[config.mk]
export PLATFORM = sky130hd
export DESIGN_NAME = mfl_dev_flat
export DESIGN_NICKNAME = d
export VERILOG_FILES = /design/src/core/mfl_pkg.sv /design/src/core/mfl_link_if.sv /design/src/core/mfl_dev.sv /design/src/core/mfl_sync.sv /design/src/flat_wrapper.sv
export SDC_FILE = /design/constraint.sdc
export NUM_CORES = 1
export LEC_CHECK = 0
export ABC_AREA = 1
export BUFFER_PORTS_ARGS = -buffer_cell sky130_fd_sc_hd__buf_4
export CORE_ASPECT_RATIO = 0.6
export CORE_MARGIN = 2
export CORE_UTILIZATION = 30
export CTS_CLUSTER_DIAMETER = 40
export DETAILED_ROUTE_END_ITERATION = 6
export PLACE_DENSITY = 0.48
export SETUP_SLACK_MARGIN = 0.1
export SLEW_MARGIN = 20
export SYNTH_ARGS = -nofsm -noshare
export SYNTH_HDL_FRONTEND = slang
export SYNTH_SLANG_ARGS = --single-unit
export TNS_END_PERCENT = 1
[constraint.sdc]
create_clock -name mclk -period 1.3 [get_ports mclk]
set_clock_uncertainty 0.1 [all_clocks]
set_input_delay 0.065 -clock mclk [delete_from_list [all_inputs] [get_ports mclk]]
set_output_delay 0.065 -clock mclk [all_outputs]
set_load 0.005 [all_outputs]
[src/core/mfl_pkg.sv]
/*
  Shared constants for the mode-register-2/3 feature logic: mode register
  field positions, bank codes, command codes and burst figures.
  Assumes both ends compile this package first.
*/
package mfl_pkg;
  localparam int BA_W  = 3;
  localparam int ADR_W = 14;
  localparam int CMD_W = 3;

  // Bank address codes of the mode-register-set command
  localparam logic [BA_W-1:0] BA_MR0 = 3'h0;
  localparam logic [BA_W-1:0] BA_MR2 = 3'h2;
  localparam logic [BA_W-1:0] BA_MR3 = 3'h3;

  // Command codes on the link
  localparam logic [CMD_W-1:0] CMD_NOP  = 3'h0;
  localparam logic [CMD_W-1:0] CMD_MRS  = 3'h1;
  localparam logic [CMD_W-1:0] CMD_RD   = 3'h2;
  localparam logic [CMD_W-1:0] CMD_RDAP = 3'h3;
  localparam logic [CMD_W-1:0] CMD_WR   = 3'h4;
  localparam logic [CMD_W-1:0] CMD_PD   = 3'h5;
  localparam logic [CMD_W-1:0] CMD_SREF = 3'h6;

  // Mode register 2 fields
  localparam int MR2_AUTO_BIT  = 6;
  localparam int MR2_FORCE_BIT = 7;
  localparam int MR2_WTRM_LO  = 9;
  localparam int MR2_WTRM_HI  = 10;
  // Mode register 3 fields
  localparam int MR3_SRC_BIT  = 2;
  localparam int MR3_SEL_LO   = 0;
  localparam int MR3_SEL_HI   = 1;
  localparam logic [1:0] MR3_SEL_CAL = 2'h0;
  // Mode register 0 burst field: 00 fixed 8, 01 on the fly, 10 chop 4
  localparam int MR0_BL_LO = 0;
  localparam int MR0_BL_HI = 1;
  localparam logic [1:0] BL_FIX8 = 2'h0;
  localparam logic [1:0] BL_OTF  = 2'h1;
  localparam logic [1:0] BL_BC4  = 2'h2;
  // Address bits used in pattern reads
  localparam int ADR_NIB_BIT = 2;
  localparam int ADR_BC_BIT  = 12;

  localparam int BEATS_BL8 = 8;
  localparam int BEATS_BC4 = 4;
  // Predefined calibration pattern, beat 0 in bit 0
  localparam logic [7:0] CAL_PATTERN = 8'hAA;
  // Rate codes of self refresh
  localparam logic [1:0] RATE_1X = 2'h1;
  localparam logic [1:0] RATE_2X = 2'h2;
  // Termination codes; zero is off / high impedance
  localparam logic [1:0] TERM_OFF = 2'h0;
endpackage : mfl_pkg

[src/core/mfl_link_if.sv]
/*
  Link between controller end and device end: command, bank, address,
  a link clock made by the controller, and the data/strobe lines.
  Assumes the bench resolves two-way data lines from the enables.
*/
`timescale 1ns/1ps
interface mfl_link_if #(parameter int DQ_W = 8);
  import mfl_pkg::*;
  logic             lclk;
  logic [CMD_W-1:0] cmd;
  logic [BA_W-1:0]  ba;
  logic [ADR_W-1:0] adr;
  logic             wlev;
  logic [DQ_W-1:0]  dq_dev;
  logic             dq_dev_oe;
  logic             dqs_dev;

  modport ctrl (output lclk, cmd, ba, adr, wlev, input dq_dev, dq_dev_oe, dqs_dev);
  modport dev  (input lclk, cmd, ba, adr, wlev, output dq_dev, dq_dev_oe, dqs_dev);
endinterface : mfl_link_if

[src/core/mfl_dev.sv]
/*
  Device end: mode registers 2 and 3 feature logic. Self-refresh rate,
  dynamic write termination, calibration pattern readout.
  Assumes commands sampled on rising link clock edges seen through mclk;
  link clock made by the controller from the same mclk.
*/
// Behaviour
// - MR2 bit 6 enables automatic rate
// - Both off gives 1x rate
// - Automatic: 2x above temperature threshold
// - MR2 bit 7 enables forced rate
// - Forced option always gives 2x
// - Controller never sets both rate options
// - Controller refreshes faster when hot; this controller issues no refresh commands
// - MR2 bits 10:9 select write termination
// - Write value during burst, then nominal
// - Write value only in writes, independent
// - No write termination in write leveling
// - Controller loads MR3 idle, then waits
// - Controller zeroes reserved MR3 bits
// - MR3 bit 2 low: normal array access
// - MR3 bit 2 high: reads give pattern
// - Controller precharges before enabling pattern; this controller issues no precharge
// - Only reads in pattern mode; reset honoured
// - Pattern on prime line or all lines
// - Pattern as 8 beats or chopped 4
// - Address bit 2 selects chopped nibble
// - Burst bit 0 first, bit 7 last
// - Other address bits ignored; A12 chops
// - Pattern alternates starting with zero
// - Bank code 011 targets MR3
`timescale 1ns/1ps
module mfl_dev
#(
  parameter int DQ_W = 8
) (
  input  wire logic       mclk,
  input  wire logic       sys_rst,
  mfl_link_if.dev         link,
  input  wire logic       temp_over,
  input  wire logic       all_lines,
  input  wire logic [1:0] nominal_termination_value,
  input  wire logic       dll_locked,
  output logic [1:0]      refresh_rate,
  output logic [1:0]      term_active,
  output logic            cal_mode,
  output logic            cmd_illegal
);
  import mfl_pkg::*;

  typedef enum logic [2:0] {
    ST_IDLE = 3'b001,
    ST_WR   = 3'b010,
    ST_RD   = 3'b100
  } mfl_dst_t;

  logic             lclk_s;
  logic             lclk_rise;
  logic             temp_s;
  logic             wlev_s;
  logic             temp_r;
  logic             wlev_r;
  logic [CMD_W-1:0] cmd_q;
  logic [BA_W-1:0]  ba_q;
  logic [ADR_W-1:0] adr_q;
  logic             auto_temp_refresh_rate_q;
  logic             forced_double_refresh_rate_q;
  logic [1:0]       write_termination_value_q;
  logic             src_q;
  logic [1:0]       sel_q;
  logic [1:0]       bl_q;
  mfl_dst_t         st_q;
  logic [3:0]       beat_q;
  logic [3:0]       nbeat_q;
  logic [2:0]       bidx_q;
  logic [DQ_W-1:0]  dq_q;
  logic             oe_q;
  logic             dqs_q;
  logic             ill_q;

  function automatic logic is_read(input logic [CMD_W-1:0] c);
    return (c == CMD_RD) || (c == CMD_RDAP);
  endfunction : is_read

  mfl_sync u_clk (.mclk(mclk), .sys_rst(sys_rst), .din(link.lclk),
                  .dout(lclk_s), .rise(lclk_rise));
  mfl_sync u_tmp (.mclk(mclk), .sys_rst(sys_rst), .din(temp_over),
                  .dout(temp_s), .rise());
  mfl_sync u_wl  (.mclk(mclk), .sys_rst(sys_rst), .din(link.wlev),
                  .dout(wlev_s), .rise());

  ////////////////////////////////////////////////////////////////////////
  // Command capture: link lines settle through two stages like the clock
  logic [CMD_W-1:0] cmd_s1;
  logic [BA_W-1:0]  ba_s1;
  logic [ADR_W-1:0] adr_s1;
  always_ff @(posedge mclk) begin
    if (sys_rst) begin
      cmd_s1 <= CMD_NOP;
      ba_s1  <= '0;
      adr_s1 <= '0;
      cmd_q  <= CMD_NOP;
      ba_q   <= '0;
      adr_q  <= '0;
    end else begin
      cmd_s1 <= link.cmd;
      ba_s1  <= link.ba;
      adr_s1 <= link.adr;
      cmd_q  <= cmd_s1;
      ba_q   <= ba_s1;
      adr_q  <= adr_s1;
    end
  end
  assign temp_r = temp_s;
  assign wlev_r = wlev_s;

  ////////////////////////////////////////////////////////////////////////
  // Mode register loads
  always_ff @(posedge mclk) begin
    if (sys_rst) begin
      auto_temp_refresh_rate_q     <= 1'b0;
      forced_double_refresh_rate_q <= 1'b0;
      write_termination_value_q    <= TERM_OFF;
      src_q                        <= 1'b0;
      sel_q                        <= MR3_SEL_CAL;
      bl_q                         <= BL_FIX8;
    end else if (lclk_rise && cmd_q == CMD_MRS) begin
      if (ba_q == BA_MR2) begin
        auto_temp_refresh_rate_q     <= adr_q[MR2_AUTO_BIT];
        forced_double_refresh_rate_q <= adr_q[MR2_FORCE_BIT];
        write_termination_value_q    <= adr_q[MR2_WTRM_HI:MR2_WTRM_LO];
      end else if (ba_q == BA_MR3) begin
        src_q <= adr_q[MR3_SRC_BIT];
        sel_q <= adr_q[MR3_SEL_HI:MR3_SEL_LO];
      end else if (ba_q == BA_MR0) begin
        bl_q <= adr_q[MR0_BL_HI:MR0_BL_LO];
      end
    end
  end

  ////////////////////////////////////////////////////////////////////////
  // Self-refresh rate
  always_ff @(posedge mclk) begin
    if (sys_rst) begin
      refresh_rate <= RATE_1X;
    end else if (forced_double_refresh_rate_q) begin
      refresh_rate <= RATE_2X;
    end else if (auto_temp_refresh_rate_q && temp_r) begin
      refresh_rate <= RATE_2X;
    end else begin
      refresh_rate <= RATE_1X;
    end
  end

  ////////////////////////////////////////////////////////////////////////
  // Burst engine: writes hold termination, pattern reads drive data
  always_ff @(posedge mclk) begin
    if (sys_rst) begin
      st_q    <= ST_IDLE;
      beat_q  <= '0;
      nbeat_q <= '0;
      bidx_q  <= '0;
    end else if (lclk_rise) begin
      case (st_q)
        ST_IDLE: begin
          if (cmd_q == CMD_WR) begin
            st_q    <= ST_WR;
            beat_q  <= '0;
            nbeat_q <= 4'(BEATS_BL8);
          end else if (is_read(cmd_q) && src_q && sel_q == MR3_SEL_CAL && dll_locked) begin
            st_q   <= ST_RD;
            beat_q <= '0;
            // burst length by MR0 or A12
            if (bl_q == BL_BC4 || (bl_q == BL_OTF && !adr_q[ADR_BC_BIT])) begin
              nbeat_q <= 4'(BEATS_BC4);
              bidx_q  <= adr_q[ADR_NIB_BIT] ? 3'(BEATS_BC4) : 3'h0;
            end else begin
              nbeat_q <= 4'(BEATS_BL8);
              bidx_q  <= 3'h0;
            end
          end
        end
        ST_WR, ST_RD: begin
          beat_q <= beat_q + 4'h1;
          bidx_q <= bidx_q + 3'h1;
          if (beat_q + 4'h1 == nbeat_q) begin
            st_q <= ST_IDLE;
          end
        end
        default: st_q <= ST_IDLE;
      endcase
    end
  end

  // normal mode: no pattern path; array not modelled, lines released
  always_ff @(posedge mclk) begin
    if (sys_rst) begin
      dq_q  <= '0;
      oe_q  <= 1'b0;
      dqs_q <= 1'b0;
    end else begin
      oe_q  <= (st_q == ST_RD);
      dqs_q <= (st_q == ST_RD) & lclk_s;
      if (st_q == ST_RD) begin
        dq_q <= all_lines ? {DQ_W{CAL_PATTERN[bidx_q]}}
                          : DQ_W'(CAL_PATTERN[bidx_q]);
      end else begin
        dq_q <= '0;
      end
    end
  end
  assign link.dq_dev    = dq_q;
  assign link.dq_dev_oe = oe_q;
  assign link.dqs_dev   = dqs_q;

  ////////////////////////////////////////////////////////////////////////
  // Termination: write value in writes unless leveling, else nominal
  always_ff @(posedge mclk) begin
    if (sys_rst) begin
      term_active <= TERM_OFF;
    end else if (st_q == ST_WR && write_termination_value_q != TERM_OFF && !wlev_r) begin
      term_active <= write_termination_value_q;
    end else begin
      term_active <= nominal_termination_value;
    end
  end

  // flag commands other than reads and MR3 loads in pattern mode; reset still clears all
  always_ff @(posedge mclk) begin
    if (sys_rst) begin
      ill_q <= 1'b0;
    end else if (lclk_rise && src_q && cmd_q != CMD_NOP) begin
      ill_q <= !is_read(cmd_q) && !(cmd_q == CMD_MRS && ba_q == BA_MR3);
    end else if (lclk_rise) begin
      ill_q <= 1'b0;
    end
  end
  assign cmd_illegal = ill_q;
  assign cal_mode    = src_q;
endmodule : mfl_dev

[src/core/mfl_sync.sv]
/*
  Two-stage synchroniser with rising-edge flag on the settled value.
  Assumes the input comes from outside the mclk domain.
*/
`timescale 1ns/1ps
module mfl_sync (
  input  wire logic mclk,
  input  wire logic sys_rst,
  input  wire logic din,
  output logic      dout,
  output logic      rise
);
  logic s1_q;
  logic s2_q;
  logic s3_q;
  // First stage read only by second
  always_ff @(posedge mclk) begin
    if (sys_rst) begin
      s1_q <= 1'b0;
      s2_q <= 1'b0;
      s3_q <= 1'b0;
    end else begin
      s1_q <= din;
      s2_q <= s1_q;
      s3_q <= s2_q;
    end
  end
  assign dout = s2_q;
  assign rise = s2_q & ~s3_q;
endmodule : mfl_sync

[src/flat_wrapper.sv]
// flat-port wrapper written by rule: the top's interface ports become plain ports
module mfl_dev_flat import mfl_pkg::*;
#(
  parameter int DQ_W = 8
)
  (mclk, sys_rst, temp_over, all_lines, nominal_termination_value, dll_locked, refresh_rate, term_active, cal_mode, cmd_illegal, link_lclk, link_cmd, link_ba, link_adr, link_wlev, link_dq_dev, link_dq_dev_oe, link_dqs_dev);
  mfl_link_if #(.DQ_W(DQ_W)) link_i ();
  input  wire logic mclk;
  input  wire logic sys_rst;
  input  wire logic temp_over;
  input  wire logic all_lines;
  input  wire logic [1:0] nominal_termination_value;
  input  wire logic dll_locked;
  output logic [1:0] refresh_rate;
  output logic [1:0] term_active;
  output logic cal_mode;
  output logic cmd_illegal;
  input wire logic [$bits(link_i.lclk)-1:0] link_lclk;
  input wire logic [$bits(link_i.cmd)-1:0] link_cmd;
  input wire logic [$bits(link_i.ba)-1:0] link_ba;
  input wire logic [$bits(link_i.adr)-1:0] link_adr;
  input wire logic [$bits(link_i.wlev)-1:0] link_wlev;
  output wire logic [$bits(link_i.dq_dev)-1:0] link_dq_dev;
  output wire logic [$bits(link_i.dq_dev_oe)-1:0] link_dq_dev_oe;
  output wire logic [$bits(link_i.dqs_dev)-1:0] link_dqs_dev;
  assign link_i.lclk = link_lclk;
  assign link_i.cmd = link_cmd;
  assign link_i.ba = link_ba;
  assign link_i.adr = link_adr;
  assign link_i.wlev = link_wlev;
  assign link_dq_dev = link_i.dq_dev;
  assign link_dq_dev_oe = link_i.dq_dev_oe;
  assign link_dqs_dev = link_i.dqs_dev;
  mfl_dev #(.DQ_W(DQ_W)) u_core (.mclk(mclk), .sys_rst(sys_rst), .link(link_i), .temp_over(temp_over), .all_lines(all_lines), .nominal_termination_value(nominal_termination_value), .dll_locked(dll_locked), .refresh_rate(refresh_rate), .term_active(term_active), .cal_mode(cal_mode), .cmd_illegal(cmd_illegal));
endmodule
# After elaboration in Yosys (flattened, before gate mapping)
# Memories as Yosys holds them, arrays and structs flattened. A register that Yosys moved wholly into a read port is not among the register bits.
# Index checks and enable logic that the tools add are counted.
[classes] n_addsub=2 n_mul=0 n_div=0 order_cmp=1 n_eq_ne=16 shift=0 mux=23 n_bitwise=7 reduce_logical=35
[ops] cell="3-bit 2-to-1 mux" count=9
[ops] cell="4-bit 2-to-1 mux" count=5
[ops] cell="3-bit by 2-bit equality test with 1-bit output (second input constant)" count=5
[ops] cell="1-bit logical AND" count=12
[ops] cell="3-bit one-hot mux with 2 select lines" count=2
[ops] cell="3-bit AND reduction" count=4
[ops] cell="4-bit one-hot mux with 2 select lines" count=1
[ops] cell="4-bit AND reduction" count=2
[ops] cell="2-bit nonzero test" count=4
[ops] cell="3-bit by 1-bit equality test with 1-bit output (second input constant)" count=2
[ops] cell="3-bit equality test (second input constant)" count=2
[ops] cell="2-bit 2-to-1 mux" count=3
[ops] cell="1-bit NOT" count=5
[ops] cell="4-bit by 1-bit adder with 4-bit output (second input constant)" count=1
[ops] cell="4-bit equality test" count=1
[ops] cell="1-bit zero test" count=4
[ops] cell="3-bit by 4-bit less-than comparator with 1-bit output (second input constant)" count=1
[ops] cell="2-bit by 1-bit inequality test with 1-bit output (second input constant)" count=2
[ops] cell="2-bit OR reduction" count=2
[ops] cell="3-bit by 1-bit adder with 3-bit output (second input constant)" count=1
[ops] cell="3-bit zero test" count=1
[ops] cell="1-bit 2-to-1 mux" count=3
[ops] cell="3-bit by 1-bit inequality test with 1-bit output (second input constant)" count=1
[ops] cell="3-bit nonzero test" count=1
[ops] cell="8 further kinds" count=10
[totals] ff_bits=77 latchBits=0 ram_bits=0 mem_bits_ro=8 input_bits=29 output_inout_bits=16 memories=1
[mem_list] name="(name not given)" words=8 width=1 rd=1 rd_clocked_by_memory_dff=1 wr=0 line_no="mfl_dev.sv:205" rtl="dq_q <= all_lines ? {DQ_W{CAL_PATTERN[bidx_q]}}"

# Logic depth before layout (Yosys ltp)
[depth] word_depth=10 ltp_mapped=11

# Cells and area by module
# Synthesis repeated with hierarchy kept, for this count alone.
[hier_totals] cells_unflattened=301 area_unflattened_um2=2413.6
[by_module_without_submodules] mod="mfl_dev" n_inst=1 cells_per_inst=271 area_per_inst_um2=2154.6 seq_area_each_um2=1141.1
[by_module_without_submodules] mod="mfl_sync" n_inst=3 cells_per_inst=10 area_per_inst_um2=86.3 seq_area_each_um2=60.1

# Least setup slack after synthesis
# Ideal clock, no wire load.
[synth_path] kind="register -> register" from="register u_core.beat_q[0]" to="register u_core.st_q[2]" setup_time_ns=0.115 arrival_time_ns=1.215 required_ns=1.085 setup_slack_ns=-0.130 path_stages_with_launch=12 path_buffers=0 cell_sequence="dfxtp_1 ha_1 inv_1 nand2_1 nand2_1 nor2_1 nor2_1 nand3_1 nand2_1 nand3_1 nand2_1 nor2_1"
[synth_between] elab_chain_len=4
[synth_rtl] item="from (decl)" line_no="mfl_dev.sv:73" rtl="logic [3:0] beat_q;"
[synth_rtl] item="from (signal assigned)" line_no="mfl_dev.sv:184" rtl="beat_q <= beat_q + 4'h1;"
[synth_rtl] item="4-bit by 1-bit adder with 4-bit output" line_no="mfl_dev.sv:186" rtl="if (beat_q + 4'h1 == nbeat_q) begin"
[synth_rtl] item="4-bit equality test" line_no="mfl_dev.sv:186"
[synth_rtl] item="2-bit by 1-bit inequality test with 1-bit output (no source line)"
[synth_rtl] item="3-bit AND reduction (no source line)"
[synth_rtl] item="to (signal assigned)" line_no="mfl_dev.sv:171" rtl="st_q <= ST_RD;"
[synth_rtl] item="to (signal assigned)" line_no="mfl_dev.sv:187" rtl="st_q <= ST_IDLE;"
[synth_rtl] item="to (signal assigned)" line_no="mfl_dev.sv:190" rtl="default: st_q <= ST_IDLE;"
[synth_rtl] item="to (decl)" line_no="mfl_dev.sv:72" rtl="mfl_dst_t st_q;"
# Every way passes these cells.
# A chain may end at the register's enable or synchronous reset.

# Final worst setup path
[layout_path] from="register u_core.beat_q[0]" to="register u_core.st_q[1]"
# Same word-level chain as after synthesis.

==> results.json <==
{
  "post_drt_wl_per_cell_um": 9.57,
  "whs_ns": 0.0148,
  "peakVddDrop_uv": 723,
  "rsz0062_at_grt": "true",
  "startpoint_type": "flip-flop",
  "initial_core_util_pct": 30.8,
  "ys.flop_type": "dfxtp_1",
  "grt_max_degree": 46,
  "critPathArrivalTime_ns": 1.57,
  "clkSlewWorstSetupHoldPaths_ns": 0.05,
  "slew_headroom_pct": 83.7,
  "worst_slack_ns": -0.156,
  "place_congestion": 0.752,
  "dp_hpwl_um": 3100,
  "dr_total_vias": 1894,
  "max_cap_viol_count": 0,
  "first_global_vias": 1694,
  "clk_latency_ns": 0.33,
  "tightestPinTransition_ns": 0.244,
  "critPathMaxStageDelay_ns": 0.35,
  "synth_area_per_cell_um2": 8.17,
  "worstPathMaxFanout": 6,
  "crit_chain": "ha_4 > inv_2 > nand2_2 > nand2_2 > nor2_2 > nor2_2 > nand3_2 > nand2_4 > nand3_2 > nand2_1 > nor2_1",
  "final_area_mm2": 0.00353,
  "setup_viol": 17,
  "syn2layout_area_growth_pct": 46.5,
  "ctsHtreeMaxLevel": 3,
  "maxSlewViolCount": 0,
  "synth_most_common_cell": "dfxtp_1",
  "die_h_um": 73.4,
  "synth_seq_cells": 64,
  "cts-buffers-inserted": 9,
  "fin_crit_ns": 1.46,
  "power.density_mw_per_mm2": 1280,
  "die_x_um": 120,
  "grt.overflow.total": 0,
  "worstPathRequired_ns": 1.42,
  "cp-end-kind": "flip-flop",
  "track_usage_pct": 11.4,
  "finalHoldViolCount": 0,
  "dr.pass1.iters": 4,
  "port_buffers": 38,
  "routed_wirelength_um": 4670,
  "drc": 0,
  "clkSinkCount": 64,
  "max_freq_ghz": 0.687,
  "synth.top_cell.area_share_pct": 53.1,
  "clock_tree.root_cell": "clkbuf_16",
  "first_iter_violations": 46,
  "synthDistinctLibCells": 32,
  "fin_nets": 406,
  "dieArea_mm2": 0.00879,
  "netlist_top_cells_area": "dfxtp_1 (53%), inv_1 (8.9%), nor2_1 (8.3%)",
  "worstSetupPathType": "flip-flop to flip-flop",
  "fill_cells": 793,
  "fp-row-count": 25,
  "synth_top_area_cell": "dfxtp_1",
  "violations": "negative setup slack",
  "viasPerCell": 3.88,
  "layout-drive-gt1-share_pct": 34.5,
  "ant_nets": 0,
  "outcome": "finished with violations",
  "ys_seq_area_share_pct": 53.1,
  "finalCritPeriodShare_pct": 112,
  "syn-cell-area_mm2": 0.00241,
  "antenna_cells": 0,
  "synth_edf_count": 0,
  "p_leak_nw": 1.61,
  "grt_pass1_wl_um": 7600,
  "startpoint": "u_core.beat_q[0]",
  "syn-num-nets": 326,
  "reg2reg_slack_ns": -0.16,
  "hold_class": "primary input to flip-flop",
  "cts_tree": "built",
  "clockBufferDepth": 2,
  "ys.warnings.count": 0,
  "syn_inst": 295,
  "cpMaxStageDelayCell": "dfxtp_4",
  "ioPinCount": 45,
  "placed_area_mm2": 0.00297,
  "r2r-start": "u_core.beat_q[0]",
  "antenna_found_initial": 0,
  "core_area_mm2": 0.00782,
  "hp-start": "sys_rst",
  "synthTopCellsByCount": "dfxtp_1 (64), inv_1 (57), nor2_1 (53), nand2_1 (28), a21oi_1 (15)",
  "synth-async-reset-ratio_pct": 0
}
-- metal layers --
metal / wire length (um) / global-route usage [%] / vias up
met1: 2460 / 14.4 / 811
met5: 0 / 0 / -
met3: 208 / 4.66 / 6
li1: - / - / 1053
met4: 42 / 5.10 / 0
met2: 1960 / 17.1 / 24
-- per-stage QoR --
| step | util [%] | setup WS [ns] | std cells | TNS [ns] | power [mW] |
|---|---|---|---|---|---|
| after floorplan | - | -0.0294 | 295 | -0.0879 | 2.21 |
| final | 45.2 | -0.156 | 488 | -1.01 | 4.54 |
| after CTS | 44.3 | -0.182 | 487 | -1.36 | 4.62 |
| after global routing | 45.2 | -0.264 | 488 | -3.45 | 4.74 |
| after detailed placement | 37.9 | -0.176 | 451 | -1.91 | 2.32 |
| after global placement | 37.9 | -0.148 | 451 | -1.76 | 2.32 |
-- cell families after synthesis --
| logic type | after synthesis | share of synthesized area (%) |
|---|---|---|
| buffers and inverters | 76 | 13.1 |
| and+or+nand+nor | 116 | 23.3 |
| DFF | 64 | 53.1 |
| AOI/OAI and AO/OA | 37 | 9.39 |
| adders and majority gates | 2 | 1.04 |
-- sequential cells by signal, indices dropped and copies added (netlist names), 2 cells and up, named ones only --
| signal | flops |
|---|---|
| u_core.link.dq_dev | 2 |
| u_core.adr_q | 8 |
| u_core.ba_s1 | 3 |
| u_core.adr_s1 | 8 |
| u_core.beat_q | 4 |
| u_core.sel_q | 2 |
| u_core.st_q | 3 |
| u_core.ba_q | 3 |
| u_core.refresh_rate | 2 |
| u_core.cmd_q | 3 |
| u_core.nbeat_q | 2 |
| u_core.bl_q | 2 |
| u_core.write_termination_value_q | 2 |
| u_core.term_active | 2 |
| u_core.cmd_s1 | 3 |
-- cell usage in the layout, fill, tap and decap left out, types with 5 or more instances in the layout --
cell and n:
o21ai_0 12, clkbuf_16 9, inv_2 9, dlygate4sd3_1 20, nand3_1 7, nor2_1 50, nand3_2 6, a21oi_1 14
nand2_1 22, nand2_2 11, buf_4 58, nor2_2 6, dfxtp_2 5, dfxtp_1 57, inv_1 55
-- critical path: cells and delay by family (launching register included) --
| family | cells | cell delay, ns |
|---|---|---|
| adders and majority gates | 1 | 0.16 |
| buffers and inverters | 1 | 0.06 |
| DFF | 1 | 0.35 |
| and+or+nand+nor | 9 | 0.68 |
-- report_power, final --
part	leakage (nW)	total [mW]	switching, mW	internal [mW]
clock	0.132	2.21	0.904	1.30
sequential	0.528	2.04	0.0243	2.02
combinational	0.945	0.286	0.128	0.158
total	1.61	4.54	1.06	3.48
-- path summary, 6_finish.rpt --
path,endpoint,cells past startpoint
worst max-delay path,u_core.st_q[1],11
worst min-delay path,u_core.term_active[0],4
worst max register to register,u_core.st_q[1],11
worst min register to register,u_core.cmd_q[2],2
-- layout make-up --
| type | count | area (um^2) | area share (%) |
|---|---|---|---|
| multi-input combinational | 155 | 895 | 25.3 |
| timing repair buffer | 81 | 687 | 19.4 |
| inverter | 64 | 240 | 6.80 |
| clock inverter | 7 | 55.1 | 1.56 |
| clock buffer | 9 | 225 | 6.38 |
| sequential | 64 | 1290 | 36.7 |
| tap | 108 | 135 | 3.83 |
-- timing repair --
action / in CTS / in global routing
pin swaps: 2 / 9
setup endpoints to repair: 23 / 23
gates resized for setup: 7 / 18
hold buffers: 20 / 0
buffers inserted: 0 / 1
hold endpoints to repair: 20 / 0
Note: power is estimated with default switching activity, not from simulation.
